$ cat config.mk
export PLATFORM = sky130hd
export DESIGN_NAME = fpbs_sequencer
export DESIGN_NICKNAME = d
export VERILOG_FILES = /design/src/core/fpbs_pkg.sv /design/src/core/fpbs_cmd_if.sv /design/src/core/fpbs_cmd_decode.sv /design/src/core/fpbs_timer.sv /design/src/core/fpbs_sequencer.sv
export VERILOG_INCLUDE_DIRS = /design/src /design/src/core
export SDC_FILE = /design/constraint.sdc
export NUM_CORES = 1
export LEC_CHECK = 0
export BUFFER_PORTS_ARGS = -buffer_cell sky130_fd_sc_hd__clkbuf_2
export CAP_MARGIN = 30
export CORE_ASPECT_RATIO = 1.4
export CORE_MARGIN = 5
export CORE_UTILIZATION = 51
export CTS_CLUSTER_DIAMETER = 40
export DETAILED_ROUTE_END_ITERATION = 8
export PLACE_DENSITY_LB_ADDON = 0.12
export SYNTH_ARGS = -nofsm -noshare
export SYNTH_HDL_FRONTEND = slang
export SYNTH_SLANG_ARGS = --single-unit
$ cat constraint.sdc
create_clock -name clk -period 2.71 [get_ports clk]
set_clock_uncertainty 0.2 [all_clocks]
set_input_delay 0.4065 -clock clk [delete_from_list [all_inputs] [get_ports clk]]
set_output_delay 0.4065 -clock clk [all_outputs]
set_load 0.005 [all_outputs]
$ cat src/core/fpbs_consts.svh
// Purpose: named constants for the protection-bit flash sequencer
// Assumes: 32-bit register port, byte addresses
// Notes: definitions only
`ifndef FPBS_CONSTS_SVH
`define FPBS_CONSTS_SVH
`define FPBS_CSR_ADDR 32'h0000_0000
`define FPBS_CMD_BASE 32'h0000_0100
`define FPBS_UNLOCK_A 8'hAA
`define FPBS_UNLOCK_B 8'h55
`define FPBS_PROG_CODE 8'h9A
`define FPBS_ERASE_CODE 8'h6A
`define FPBS_RESET_CODE 8'hF0
`define FPBS_ADDR_A 16'h5500
`define FPBS_ADDR_B 16'hAA00
`define FPBS_ALL_PROT 4'hF
`define FPBS_PROG_NS 20000
`define FPBS_ARRAY_ERASE_NS 100000
`define FPBS_BIT_ERASE_NS 40000
`define FPBS_CLK_NS 20
`define FPBS_RDY_BIT 0
`define FPBS_ROM_BIT 2
`define FPBS_PROT_LSB 4
`define FPBS_SEL_LSB 4
`endif

$ cat src/core/fpbs_pkg.sv
// Purpose: types for the protection-bit flash sequencer
// Assumes: nothing
// Notes: one-hot sequencer states
package fpbs_pkg;
  typedef enum logic [4:0] {
    FPBS_IDLE = 5'h01,
    FPBS_UNLK = 5'h02,
    FPBS_BUSY = 5'h04,
    FPBS_FAIL = 5'h08,
    FPBS_LOCK = 5'h10
  } fpbs_state_e;
  typedef enum logic [1:0] {
    FPBS_OP_PROG = 2'h0,
    FPBS_OP_PAIR = 2'h1,
    FPBS_OP_FULL = 2'h2
  } fpbs_op_e;
endpackage : fpbs_pkg

$ cat src/core/fpbs_cmd_if.sv
// Purpose: carrier between the decoder and the sequencer
// Assumes: single clock
// Notes: cmd_valid is a one-cycle pulse
`timescale 1ns/1ps
`default_nettype none
interface fpbs_cmd_if;
  logic cmd_valid; // Decoded write cycle
  logic [7:0] cmd_data; // Low byte of write data
  logic [15:0] cmd_addr; // Low half of address
  logic [31:0] cmd_full_addr; // Whole address
  modport src (output cmd_valid, output cmd_data, output cmd_addr, output cmd_full_addr);
  modport dst (input cmd_valid, input cmd_data, input cmd_addr, input cmd_full_addr);
endinterface : fpbs_cmd_if
`default_nettype wire

$ cat src/core/fpbs_cmd_decode.sv
// Purpose: pick command-space writes from the register port
// Assumes: command space begins at FPBS_CMD_BASE
// Notes: combinational; adds no latency
`timescale 1ns/1ps
`default_nettype none
`include "fpbs_consts.svh"
module fpbs_cmd_decode
  import fpbs_pkg::*;
(
  input wire logic wr_en,
  input wire logic [31:0] addr,
  input wire logic [31:0] wdata,
  fpbs_cmd_if.src cmd
);
  // Command space is everything at or above the base
  wire in_cmd_space = (addr >= `FPBS_CMD_BASE);
  assign cmd.cmd_valid = wr_en & in_cmd_space;
  assign cmd.cmd_data = wdata[7:0];
  assign cmd.cmd_addr = addr[15:0];
  assign cmd.cmd_full_addr = addr;
endmodule : fpbs_cmd_decode
`default_nettype wire

$ cat src/core/fpbs_timer.sv
// Purpose: down-counter timing an automatic operation
// Assumes: load and run from the same clock
// Notes: done pulses one cycle when the count runs out
`timescale 1ns/1ps
`default_nettype none
module fpbs_timer #(
  parameter int W = 16
) (
  input wire logic clk,
  input wire logic rst,
  input wire logic ce,
  input wire logic load,
  input wire logic [W-1:0] count,
  output logic done
);
  logic [W-1:0] remain; // Cycles still to run
  logic running; // Counting in progress
  // Count down; stop on load of zero too
  always_ff @(posedge clk) begin
    if (rst) begin
      remain <= '0;
      running <= 1'b0;
      done <= 1'b0;
    end else if (ce) begin
      done <= 1'b0;
      if (load) begin
        remain <= count;
        running <= 1'b1;
      end else if (running) begin
        if (remain <= {{(W-1){1'b0}}, 1'b1}) begin
          running <= 1'b0;
          done <= 1'b1;
        end else begin
          remain <= remain - {{(W-1){1'b0}}, 1'b1};
        end
      end
    end
  end
endmodule : fpbs_timer
`default_nettype wire

$ cat src/core/fpbs_sequencer.sv
// Purpose: protection-bit program/erase sequencer with status register
// Assumes: CPU keeps its write spacing; reads return one cycle later
// Notes: array and protection cells are abstracted as timed operations
// Notes: ce low freezes every register, the timer included
// Notes: the far-side array sees only the strobe and the two deny flags
// Notes on behaviour
// [RULE1] Four protection bits, set singly, seventh cycle
// [RULE2] Protected block refuses write and erase
// [RULE3] Busy operation ignores commands; hard reset only
// [RULE4] All protected: outside reads blocked, reads F
// [RULE5] All protected: only protection erase accepted
// [RULE6] Soft reset ignored in seventh program cycle
// [RULE7] Ready flag drops entering seventh program cycle
// [RULE8] Erase behaviour depends on prior protection state
// [RULE9] All set: erase array, then bits
// [RULE10] Full erase done: status reads 0x01
// [RULE11] Only hard reset aborts post-seventh operation
// [RULE12] Otherwise erase selected pair of bits
// [RULE13] Pair erase done: those bits read zero
// [RULE14] Normal end returns to read mode
// [RULE15] Ready low while busy, high after
// [RULE16] Bits 7..4 show block 3..0 protection
// [RULE17] Bit 2 is rom kind, flash zero
// [RULE18] Failure holds ready low until hard reset
// [RULE19] CPU sends AA 55 code AA 55 code code
// [RULE20] CPU spaces command writes by 15 clocks
// [RULE21] Other bits read zero; writes ignored
//
// Our own choices: the register addresses and the strobed register port.
`timescale 1ns/1ps
`default_nettype none
`include "fpbs_consts.svh"
module fpbs_sequencer
  import fpbs_pkg::*;
#(
  parameter int PROG_CYCLES = (`FPBS_PROG_NS + `FPBS_CLK_NS - 1) / `FPBS_CLK_NS,
  parameter int ARRAY_CYCLES = (`FPBS_ARRAY_ERASE_NS + `FPBS_CLK_NS - 1) / `FPBS_CLK_NS,
  parameter int PAIR_CYCLES = (`FPBS_BIT_ERASE_NS + `FPBS_CLK_NS - 1) / `FPBS_CLK_NS
) (
  input wire logic clk,
  input wire logic rst,
  input wire logic ce,
  input wire logic [31:0] addr,
  input wire logic [31:0] wdata,
  input wire logic wr_en,
  input wire logic rd_en,
  input wire logic [3:0] target_block,
  input wire logic target_is_write,
  input wire logic target_is_erase,
  input wire logic outside_read,
  input wire logic op_fault,
  output logic [31:0] rdata,
  output logic [3:0] block_protect_flags,
  output logic ready_busy_flag,
  output logic block_access_denied,
  output logic outside_read_denied,
  output logic array_erase_pulse
);
  // Timer width; the longest phase must fit in it
  // Default timings need at most 5000 cycles, well inside 16 bits
  localparam int TW = 16;
  // Carrier between decoder and sequence matcher
  fpbs_cmd_if cmd_bus ();
  fpbs_state_e state; // Sequencer state
  fpbs_state_e next_state; // Next sequencer state
  fpbs_op_e op; // Operation under way
  logic [2:0] cyc; // Command cycles already matched
  logic [7:0] code; // Program or erase code of this sequence
  logic [3:0] sel_mask; // Bits chosen at the seventh cycle
  logic full_phase2; // Array done, bits erasing now
  logic tmr_load; // Start timer
  logic [TW-1:0] tmr_count; // Timer load value
  logic tmr_done; // Timer expired
  logic [3:0] prot_done; // Pending change of flags

  // Split write traffic into command space
  // Decoder is combinational, so a write is matched on the edge it is taken
  fpbs_cmd_decode u_dec (
    .wr_en(wr_en),
    .addr(addr),
    .wdata(wdata),
    .cmd(cmd_bus.src)
  );

  // Shared operation timer
  // A load restarts it even while it is still running
  fpbs_timer #(.W(TW)) u_tmr (
    .clk(clk),
    .rst(rst),
    .ce(ce),
    .load(tmr_load),
    .count(tmr_count),
    .done(tmr_done)
  );

  // Expected address/data for each unlock cycle
  // Only the low address half is compared for the unlock cycles
  // The seventh cycle may use any command-space address
  wire [7:0] d = cmd_bus.cmd_data;
  wire [15:0] a = cmd_bus.cmd_addr;
  wire v = cmd_bus.cmd_valid;
  wire is_a_cyc = (a == `FPBS_ADDR_A) && (d == `FPBS_UNLOCK_A);
  wire is_b_cyc = (a == `FPBS_ADDR_B) && (d == `FPBS_UNLOCK_B);
  wire is_code = (a == `FPBS_ADDR_A) && ((d == `FPBS_PROG_CODE) || (d == `FPBS_ERASE_CODE));
  wire is_soft_reset = (d == `FPBS_RESET_CODE);
  wire all_prot = (block_protect_flags == `FPBS_ALL_PROT);
  // Seventh cycle: code repeated, address carries the bit select
  wire seventh = v && (cyc == 3'h6) && (d == code);
  wire [1:0] bit_sel = cmd_bus.cmd_full_addr[`FPBS_SEL_LSB+1:`FPBS_SEL_LSB];
  // Per-cycle match of the seven-cycle sequence
  wire step_ok = ((cyc == 3'h0) && is_a_cyc) || ((cyc == 3'h1) && is_b_cyc) ||
                 ((cyc == 3'h2) && is_code) ||
                 ((cyc == 3'h3) && is_a_cyc) || ((cyc == 3'h4) && is_b_cyc) ||
                 ((cyc == 3'h5) && (a == `FPBS_ADDR_A) && (d == code));
  // While fully locked only the erase code may open a sequence
  wire code_allowed = !all_prot || (d == `FPBS_ERASE_CODE); // [RULE5]
  wire [3:0] one_bit = 4'h1 << bit_sel;
  wire [3:0] pair_bits = bit_sel[1] ? 4'hC : 4'h3; // [RULE12]

  // The matcher walks the seven cycles in order; a write that does not
  // fit the expected step throws the sequence away without a trace.
  // Spacing between writes is the CPU's duty; nothing here checks it.
  // Next-state decode
  always_comb begin
    next_state = state;
    unique case (state)
      FPBS_IDLE: begin
        if (v && is_a_cyc) next_state = FPBS_UNLK;
      end
      FPBS_UNLK: begin
        // Seventh cycle cannot be cancelled by soft reset
        if (seventh) next_state = FPBS_BUSY; // [RULE6]
        else if (v && is_soft_reset) next_state = FPBS_IDLE;
        else if (v && !(step_ok && ((cyc != 3'h2) || code_allowed))) next_state = FPBS_IDLE;
      end
      FPBS_BUSY: begin
        // Commands are not looked at here at all
        if (op_fault) next_state = FPBS_FAIL; // [RULE3]
        else if (tmr_done && !(op == FPBS_OP_FULL && !full_phase2)) next_state = FPBS_IDLE; // [RULE14]
      end
      // Stuck here until rst; commands and soft reset are ignored
      FPBS_FAIL: next_state = FPBS_FAIL; // [RULE18]
      // Reserved state, never entered by this sequencer
      FPBS_LOCK: next_state = FPBS_LOCK;
      // Illegal one-hot code recovers to idle
      default: next_state = FPBS_IDLE;
    endcase
  end

  // Timer load for the operation phases
  // The full erase runs two timed phases back to back on one timer;
  // the second load happens on the cycle the first phase reports done.
  always_comb begin
    tmr_load = 1'b0;
    tmr_count = '0;
    if (state == FPBS_UNLK && seventh) begin
      tmr_load = 1'b1;
      if (code == `FPBS_PROG_CODE) tmr_count = TW'(PROG_CYCLES);
      else if (all_prot) tmr_count = TW'(ARRAY_CYCLES); // [RULE9]
      else tmr_count = TW'(PAIR_CYCLES);
    end else if (state == FPBS_BUSY && tmr_done && op == FPBS_OP_FULL && !full_phase2) begin
      tmr_load = 1'b1;
      tmr_count = TW'(PAIR_CYCLES);
    end
  end

  // Flags that change when an operation ends normally
  // They move only on the cycle the timer ends a phase, or on a hard
  // reset, which clears them to zero even in the middle of an operation.
  // A fault freezes them as well, since the timer result is then unused.
  always_comb begin
    prot_done = block_protect_flags;
    if (state == FPBS_BUSY && tmr_done && !op_fault) begin
      unique case (op)
        FPBS_OP_PROG: prot_done = block_protect_flags | sel_mask; // [RULE1]
        FPBS_OP_PAIR: prot_done = block_protect_flags & ~sel_mask; // [RULE13]
        FPBS_OP_FULL: prot_done = full_phase2 ? 4'h0 : block_protect_flags; // [RULE10]
        default: prot_done = block_protect_flags;
      endcase
    end
  end

  // Sequence and operation registers
  // Cycle counter advances only on accepted writes; the code is captured from any write at cycle 2.
  // The operation kind is latched at the seventh cycle, because the
  // flags that pick it may change once the operation is under way.
  always_ff @(posedge clk) begin
    if (rst) begin
      state <= FPBS_IDLE;
      cyc <= 3'h0;
      code <= 8'h00;
      op <= FPBS_OP_PROG;
      sel_mask <= 4'h0;
      full_phase2 <= 1'b0;
    end else if (ce) begin
      state <= next_state;
      if (state == FPBS_IDLE && v && is_a_cyc) cyc <= 3'h1;
      else if (state == FPBS_UNLK && v) begin
        cyc <= cyc + 3'h1;
        if (cyc == 3'h2) code <= d;
      end
      if (state == FPBS_UNLK && seventh) begin
        // Erase mode is fixed by flags before the command ran
        if (code == `FPBS_PROG_CODE) begin
          op <= FPBS_OP_PROG;
          sel_mask <= one_bit;
        end else if (all_prot) begin
          op <= FPBS_OP_FULL; // [RULE8]
          sel_mask <= `FPBS_ALL_PROT;
        end else begin
          op <= FPBS_OP_PAIR;
          sel_mask <= pair_bits;
        end
        full_phase2 <= 1'b0;
      end
      if (state == FPBS_BUSY && tmr_done && op == FPBS_OP_FULL) full_phase2 <= 1'b1;
      if (next_state == FPBS_IDLE) cyc <= 3'h0;
    end
  end

  // Protection flags; only a hard reset aborts, and it clears them to zero
  always_ff @(posedge clk) begin
    if (rst) begin
      block_protect_flags <= 4'h0;
    end else if (ce) begin
      block_protect_flags <= prot_done; // [RULE11]
    end
  end

  // Ready flag: low from the seventh cycle through the whole operation
  // It looks at next_state so that it falls on the edge that takes
  // the seventh write, with no extra cycle of apparent readiness.
  // A failed operation keeps it low; only rst brings it back.
  always_ff @(posedge clk) begin
    if (rst) begin
      ready_busy_flag <= 1'b1;
    end else if (ce) begin
      ready_busy_flag <= (next_state != FPBS_BUSY) && (next_state != FPBS_FAIL); // [RULE7] [RULE15]
    end
  end

  // Array erase strobe when the first full-erase phase starts
  // One cycle wide; the array outside counts these strobes
  always_ff @(posedge clk) begin
    if (rst) begin
      array_erase_pulse <= 1'b0;
    end else if (ce) begin
      array_erase_pulse <= (state == FPBS_UNLK) && seventh && (code == `FPBS_ERASE_CODE) && all_prot;
    end
  end

  // Access guards for the flash array
  // Both verdicts are registered, one cycle after the access shows up.
  // Trade-off: that cycle of latency keeps every output on a flip-flop.
  wire hit_block = |(target_block & block_protect_flags);
  always_ff @(posedge clk) begin
    if (rst) begin
      block_access_denied <= 1'b0;
      outside_read_denied <= 1'b0;
    end else if (ce) begin
      block_access_denied <= hit_block && (target_is_write || target_is_erase); // [RULE2]
      outside_read_denied <= outside_read && all_prot; // [RULE4]
    end
  end

  // Status word; writes here do nothing
  // Bits 3 and 1 are fixed zero; bit 2 is zero for a flash part
  // The upper 24 bits never carry anything
  // Reads of any other address return zero rather than stale data
  // Read data stand for exactly one cycle after the strobe
  wire [31:0] status_word = {24'h000000, block_protect_flags, 1'b0, 1'b0, 1'b0,
                             ready_busy_flag}; // [RULE16] [RULE17] [RULE21]
  wire csr_hit = rd_en && (addr == `FPBS_CSR_ADDR);
  always_ff @(posedge clk) begin
    if (rst) begin
      rdata <= 32'h0000_0000;
    end else if (ce) begin
      rdata <= csr_hit ? status_word : 32'h0000_0000;
    end
  end
endmodule : fpbs_sequencer
`default_nettype wire

**Word level (Yosys, flattened, before mapping)**

Index checks and enable logic that the tools add are counted.

- Multiply operators: 0
- Divide/modulo/power cells: 0
- Eq/ne operators: 30
- Shift-type cells: 1
- Multiplexer cells: 35
- Bitwise logic cells: 6
- Magnitude comparators: 2
- Reductions and logical operators: 60
- Add/sub/neg operators: 2

Operator list:

| cell | number |
|---|---|
| $mux W16 | 4 |
| $eq A8 B8 Y1 const B | 4 |
| $ge A32 B9 Y1 const B | 1 |
| $logic_and A1 B1 Y1 | 32 |
| $logic_not A32 Y1 | 1 |
| $mux W5 | 6 |
| $mux W13 | 2 |
| $pmux W5 S5 | 1 |
| $eq A8 B7 Y1 const B | 3 |
| $eq A16 B15 Y1 const B | 1 |
| $eq A16 B16 Y1 const B | 1 |
| $le A16 B1 Y1 const B | 1 |
| $mux W4 | 4 |
| $sub A16 B1 Y16 const B | 1 |
| $pmux W4 S3 | 1 |
| $mux W11 | 1 |
| $eq A5 B1 Y1 const B | 2 |
| $mux W1 | 10 |
| $eq A3 B3 Y1 const B | 3 |
| $logic_or A1 B1 Y1 | 9 |
| $mux W3 | 3 |
| $and A4 B4 Y4 | 2 |
| $eq A8 B8 Y1 | 1 |
| $mux W8 | 1 |
| other kinds (29) | 41 |

- Input bits: 77
- RAM bits: 0
- Bits in read-only memories: 0
- Latch bits: 0
- Memories kept: 0
- Flip-flop bits (word level): 81

**Depth between registers and ports, before layout**

- Word-level depth: 18
- Gate-level depth with buffers: 9

**By module**

A second synthesis with hierarchy kept.

- Cells, all modules: 548
- Area total of the unflattened synthesis: 4,284.1 um^2

By module, submodules not included:

| module | seq. area each (um^2) | cells an instance | instances | area an instance (um^2) |
|---|---|---|---|---|
| fpbs_sequencer | 720.7 | 321 | 1 | 2,499.9 |
| fpbs_timer | 360.3 | 162 | 1 | 1,302.5 |
| fpbs_cmd_decode | 0.0 | 65 | 1 | 481.7 |

**Worst setup path after synthesis**

OpenSTA, ideal clock, no wires.

- Kind: register to register
- Start: reg u_tmr.remain[8]
- End: reg u_tmr.remain[6]
- Period minus slack after synthesis: 2.347 ns
- Slack: 0.363 ns
- Buffers on the path: 1
- Setup time: 0.116 ns
- Arrival: 2.031 ns
- Data required time: 2.394 ns
- Stages on the path, launching flop included: 8
- Path through: dfxtp_1 or3_4 or4_4 o311ai_2 a21boi_2 buf_6 nor2_1 o211a_1

- Longest elaborated chain between the ends: 3

Ends and longest elaborated chain:

| element | RTL line | source |
|---|---|---|
| start: declaration | fpbs_timer.sv:16 | `logic [W-1:0] remain;` |
| start signal: assignment | fpbs_timer.sv:27 | `remain <= count;` |
| start signal: assignment | fpbs_timer.sv:34 | `remain <= remain - {{(W-1){1'b0}}, 1'b1};` |
| $le A16 B1 Y1 | fpbs_timer.sv:30 | `if (remain <= {{(W-1){1'b0}}, 1'b1}) begin` |
| $ne A2 B2 Y1 (no source line) | -- |  |
| $reduce_and A3 Y1 (no source line) | -- |  |

No other way between the ends.
A chain may end at the register's enable or synchronous reset.

**Final worst setup path**

- Start: reg state[4]
- End: reg code[7]

- Longest elaborated chain between the ends: 5

Ends and longest elaborated chain:

| element | RTL line | source |
|---|---|---|
| start: declaration | fpbs_sequencer.sv:64 | `fpbs_state_e state;` |
| start signal: assignment | fpbs_sequencer.sv:196 | `state <= next_state;` |
| $eq A5 B1 Y1 | fpbs_sequencer.sv:197 | `if (state == FPBS_IDLE && v && is_a_cyc) cyc <= 3'h1;` |
| $logic_and A1 B1 Y1 (2 in a row) | fpbs_sequencer.sv:197 |  |
| $not A1 Y1 (no source line) | -- |  |
| $reduce_and A4 Y1 (no source line) (*) | -- |  |
| end signal: assignment | fpbs_sequencer.sv:191 | `code <= 8'h00;` |
| end signal: assignment | fpbs_sequencer.sv:200 | `if (cyc == 3'h2) code <= d;` |
| end: declaration | fpbs_sequencer.sv:68 | `logic [7:0] code;` |

Mark *: on every way between the ends. The rest lies on a longest branch, timed or not.

==> results.txt <==
----------------------------------------------------
[Layout]
  Area added between synthesis and finish ... 16.5%
  Most common cell after layout, fill and taps aside ... clkbuf_2
  Design Area, Final ... roughly 4000 sq um
  Diodes inserted ... 0
  Fraction of final layout cells sized beyond drive strength 1 ... 0.223
  Non-filler cells, final ... between 500 and 600
  Fillers ... between 600 and 700
  Multi-input logic area ... 2120 sq um
  Area taken by flip-flops and latches ... 1080 sq um
  Nets@finish ... between 500 and 600
  Commonest cells after routing, fill and taps aside ... clkbuf_2, dfxtp_1, nor2_1

[Placed design]
  RD Place Congestion ... 0.886
  Cell count after placement ... roughly 570
  Post-placement worst setup slack ... approximately 0.027 ns
  Placement Cell Area ... 3850 sq um
  Post-detailed-placement half-perimeter wirelength ... 6970 microns
  Buffers added on ports ... 65

[Floorplan]
  Number of standard-cell rows in the floorplan ... 35
  Overall die width ... slightly below 80 microns
  Die Area ... ~8500 sq um
  Ports placed on the boundary ... around 120
  Starting density of the core ... 0.520
  Core area ... ~6600 sq um
  Die height ... around 110 microns

[Global routing]
  Vias in the first global route ... 3,308
  Number of antenna violations at the first check in global routing ... 0
  Largest net degree at the start of global routing ... 47
  Global-route wire length before repair ... 14,600 microns
  Total global routing overflow ... 0
  Global routing usage summed across all routing layers ... 0.210

[Worst setup path]
  Kind of start point of the critical path ... flop
  Slowest-stage cell, CP ... or3b_2
  Ordered cell list for the critical path ... nor2_1, and3_1, o211ai_2, buf_4, or3b_2, nor2_4, buf_4, mux2i_1, nor2_1
  Crit. End Element ... flop
  Top fanout value on the critical path ... 7
  Crit-path max cell delay ... 0.50 ns
  Critical path class ... flop to flop
  Arrival time of data at the critical path endpoint ... between 2 and 3 ns
  Required time at the endpoint of the critical path ... 2.71 ns

[Clock network]
  Post-CTS setup repair buffer count ... 0
  H-Tree Depth ... 2
  Insertion delay of the later-clocked pin in the worst-skew pair ... around 0.32 ns
  Clock-pin slew of the registers on the worst-case setup and hold paths ... 0.11 ns
  PostCTS Resize Cnt ... 0
  Clock sink count ... 54
  Num CTS Buffers ... 5
  Clock tree from TritonCTS ... built
  Post-cts hold buffer count ... 0
  Buffer cell driving the clock tree root ... clkbuf_8
  CTS max path bufs ... 2

[Yosys]
  Number of flops mapped to enable cells by yosys ... 0
  Synth warn ... 0
  Part of the Yosys area used for sequential elements ... 0.316
  Count of mapped cells out of synthesis ... around 420
  Leading register cell type out of synthesis ... dfxtp_1
  Share of flip-flops with an asynchronous set or reset ... 0
  Cell area after technology mapping ... approximately 3400 sq um
  Unique cell type count in the Yosys netlist ... 67
  Syn_area_per_cell ... around 8.1 sq um
  Yosys reg bits ... 54

[STA]
  Fmax ... ~390 MHz
  RSZ-0062 raised after global routing ... false
  Post-layout minimum cycle time ... approximately 2.5 ns
  Least setup slack across all paths after layout ... between 0.15 and 0.2 ns
  Final-report setup violation count ... 0
  Share of the clock period used by the worst path ... 0.935
  Setup_tns ... 0 ns
  Final hold violations ... 0
  Count of pins over their slew limit ... 0

[Min path]
  Hold/Removal Path Class ... input pin to flop

[Pwr]
  Clock network fraction of total power ... 0.341
  Maximum vdd drop ... 0.262 mV
  Proportion of total power due to net switching ... 0.271
  Sequential Power Share ... 0.555
  Net switching component of the power ... 0.391 mW
  Total power per unit cell area ... approximately 360 nW/um^2
  Relative contribution of combinational cells to total power ... 0.104
  Total internal power ... 1.05 mW
  LEAKAGE ... ~1.6 nW

[Detailed routing]
  Router iterations before antenna repair ... 4
  Via total after detailed routing ... between 3,000 and 4,000
  Post-detailed-route DRC marker count ... 0
  Vias per inst ... 5.80
  Number of violations reported at the end of detailed-routing iteration 0 ... slightly above 100
  Number of antenna-violating nets in the routed design ... 0
  Routed wire length ... roughly 9000 microns
  Detailed-route wire length per cell ... roughly 15 microns

[Run status]
  Run status ... finished clean

[Flow run]
  Max-Cap Viols ... 0

----------------------------------------------------
## per-stage QoR
stage	total power, mW	hold slack [ns]	util
6_report	1.44	0.140	0.606
5_1_grt	1.50	0.149	0.606
4_1_cts	1.46	0.129	0.601
3_5_place_dp	0.967	0.258	0.586
3_3_place_gp	0.964	0.246	0.586
2_1_floorplan	0.922	0.235	-
## critical path, delay by kind of cell (launching register included)
family / cells / cell delay [ns]
simple gates: 5 / 1.15
flops: 1 / 0.38
buf+inv: 2 / 0.34
mux: 1 / 0.18
compound gates: 1 / 0.15
## routing by layer
layer	global-route usage	wire length, microns
met5	0	0
met4	0.0737	206
met3	0.0353	287
met2	0.400	4860
met1	0.229	3600
## path summary, 6_finish.rpt
kind	startpoint	to	slack (ns)	cells after the start
setup / recovery	state[4]	code[7]	0.18	9
hold / removal	outside_read	outside_read_denied	0.14	3
setup reg to reg	state[4]	code[7]	0.18	9
hold reg to reg	outside_read_denied	outside_read_denied	0.27	2
## Yosys cell counts, drive strengths merged (3+ instances only)
cell type	instances	area share
nor4	13	0.024
o21ai	26	0.038
ha	10	0.037
clkbuf	9	0.0099
a211oi	11	0.026
dfxtp	54	0.32
and3	4	0.0073
a22oi	10	0.022
or3	7	0.014
buf	30	0.066
nor2b	5	0.0092
nor4bb	4	0.012
nor3	14	0.022
nand2	25	0.027
nand3	10	0.015
nor3b	5	0.012
mux2i	9	0.026
nand4	11	0.020
nor2	50	0.057
a21oi	33	0.049
xnor2	14	0.036
a31oi	3	0.0055
a21o	5	0.011
inv	14	0.015
and4	6	0.015
and2	5	0.0092
## power by group through the flow
stage	Sequential, mW	Clock (mW)	Combinational [mW]
detailed placement	0.819	0	0.148
finish	0.801	0.492	0.150
floorplan	0.819	0	0.103
CTS	0.801	0.511	0.148
global route	0.802	0.534	0.167
global placement	0.819	0	0.145
## flip-flops by register name, summed over array words and instances (netlist names), 2 cells and up
signal / flops
op: 2
code: 8
u_tmr.remain: 16
block_protect_flags: 4
sel_mask: 4
state: 5
rdata: 5
cyc: 3
## kinds of logic (layout without fill, tap and decap cells)
logic type               Yosys count  in the layout  synth area share
AND/OR/NAND/NOR                  172            172             0.278
AO/OA/AOI/OAI                    110            110             0.211
flip-flops                        54             54             0.316
buffers and inverters             53            115            0.0915
XOR/XNOR                          14             14            0.0359
adder cells (fa/ha/maj)           10             10            0.0366
multiplexers                      10             10            0.0297
other                              1             27           0.00110
## area by class of cell
class	instances	area share
multi-input combinational	343	0.533
sequential	54	0.272
timing repair buffer	93	0.135
tap	74	0.0233
clock buffer	5	0.0173
inverter	14	0.0132
clock inverter	3	0.00723
No activity file was read; power rests on OpenSTA's default activity.
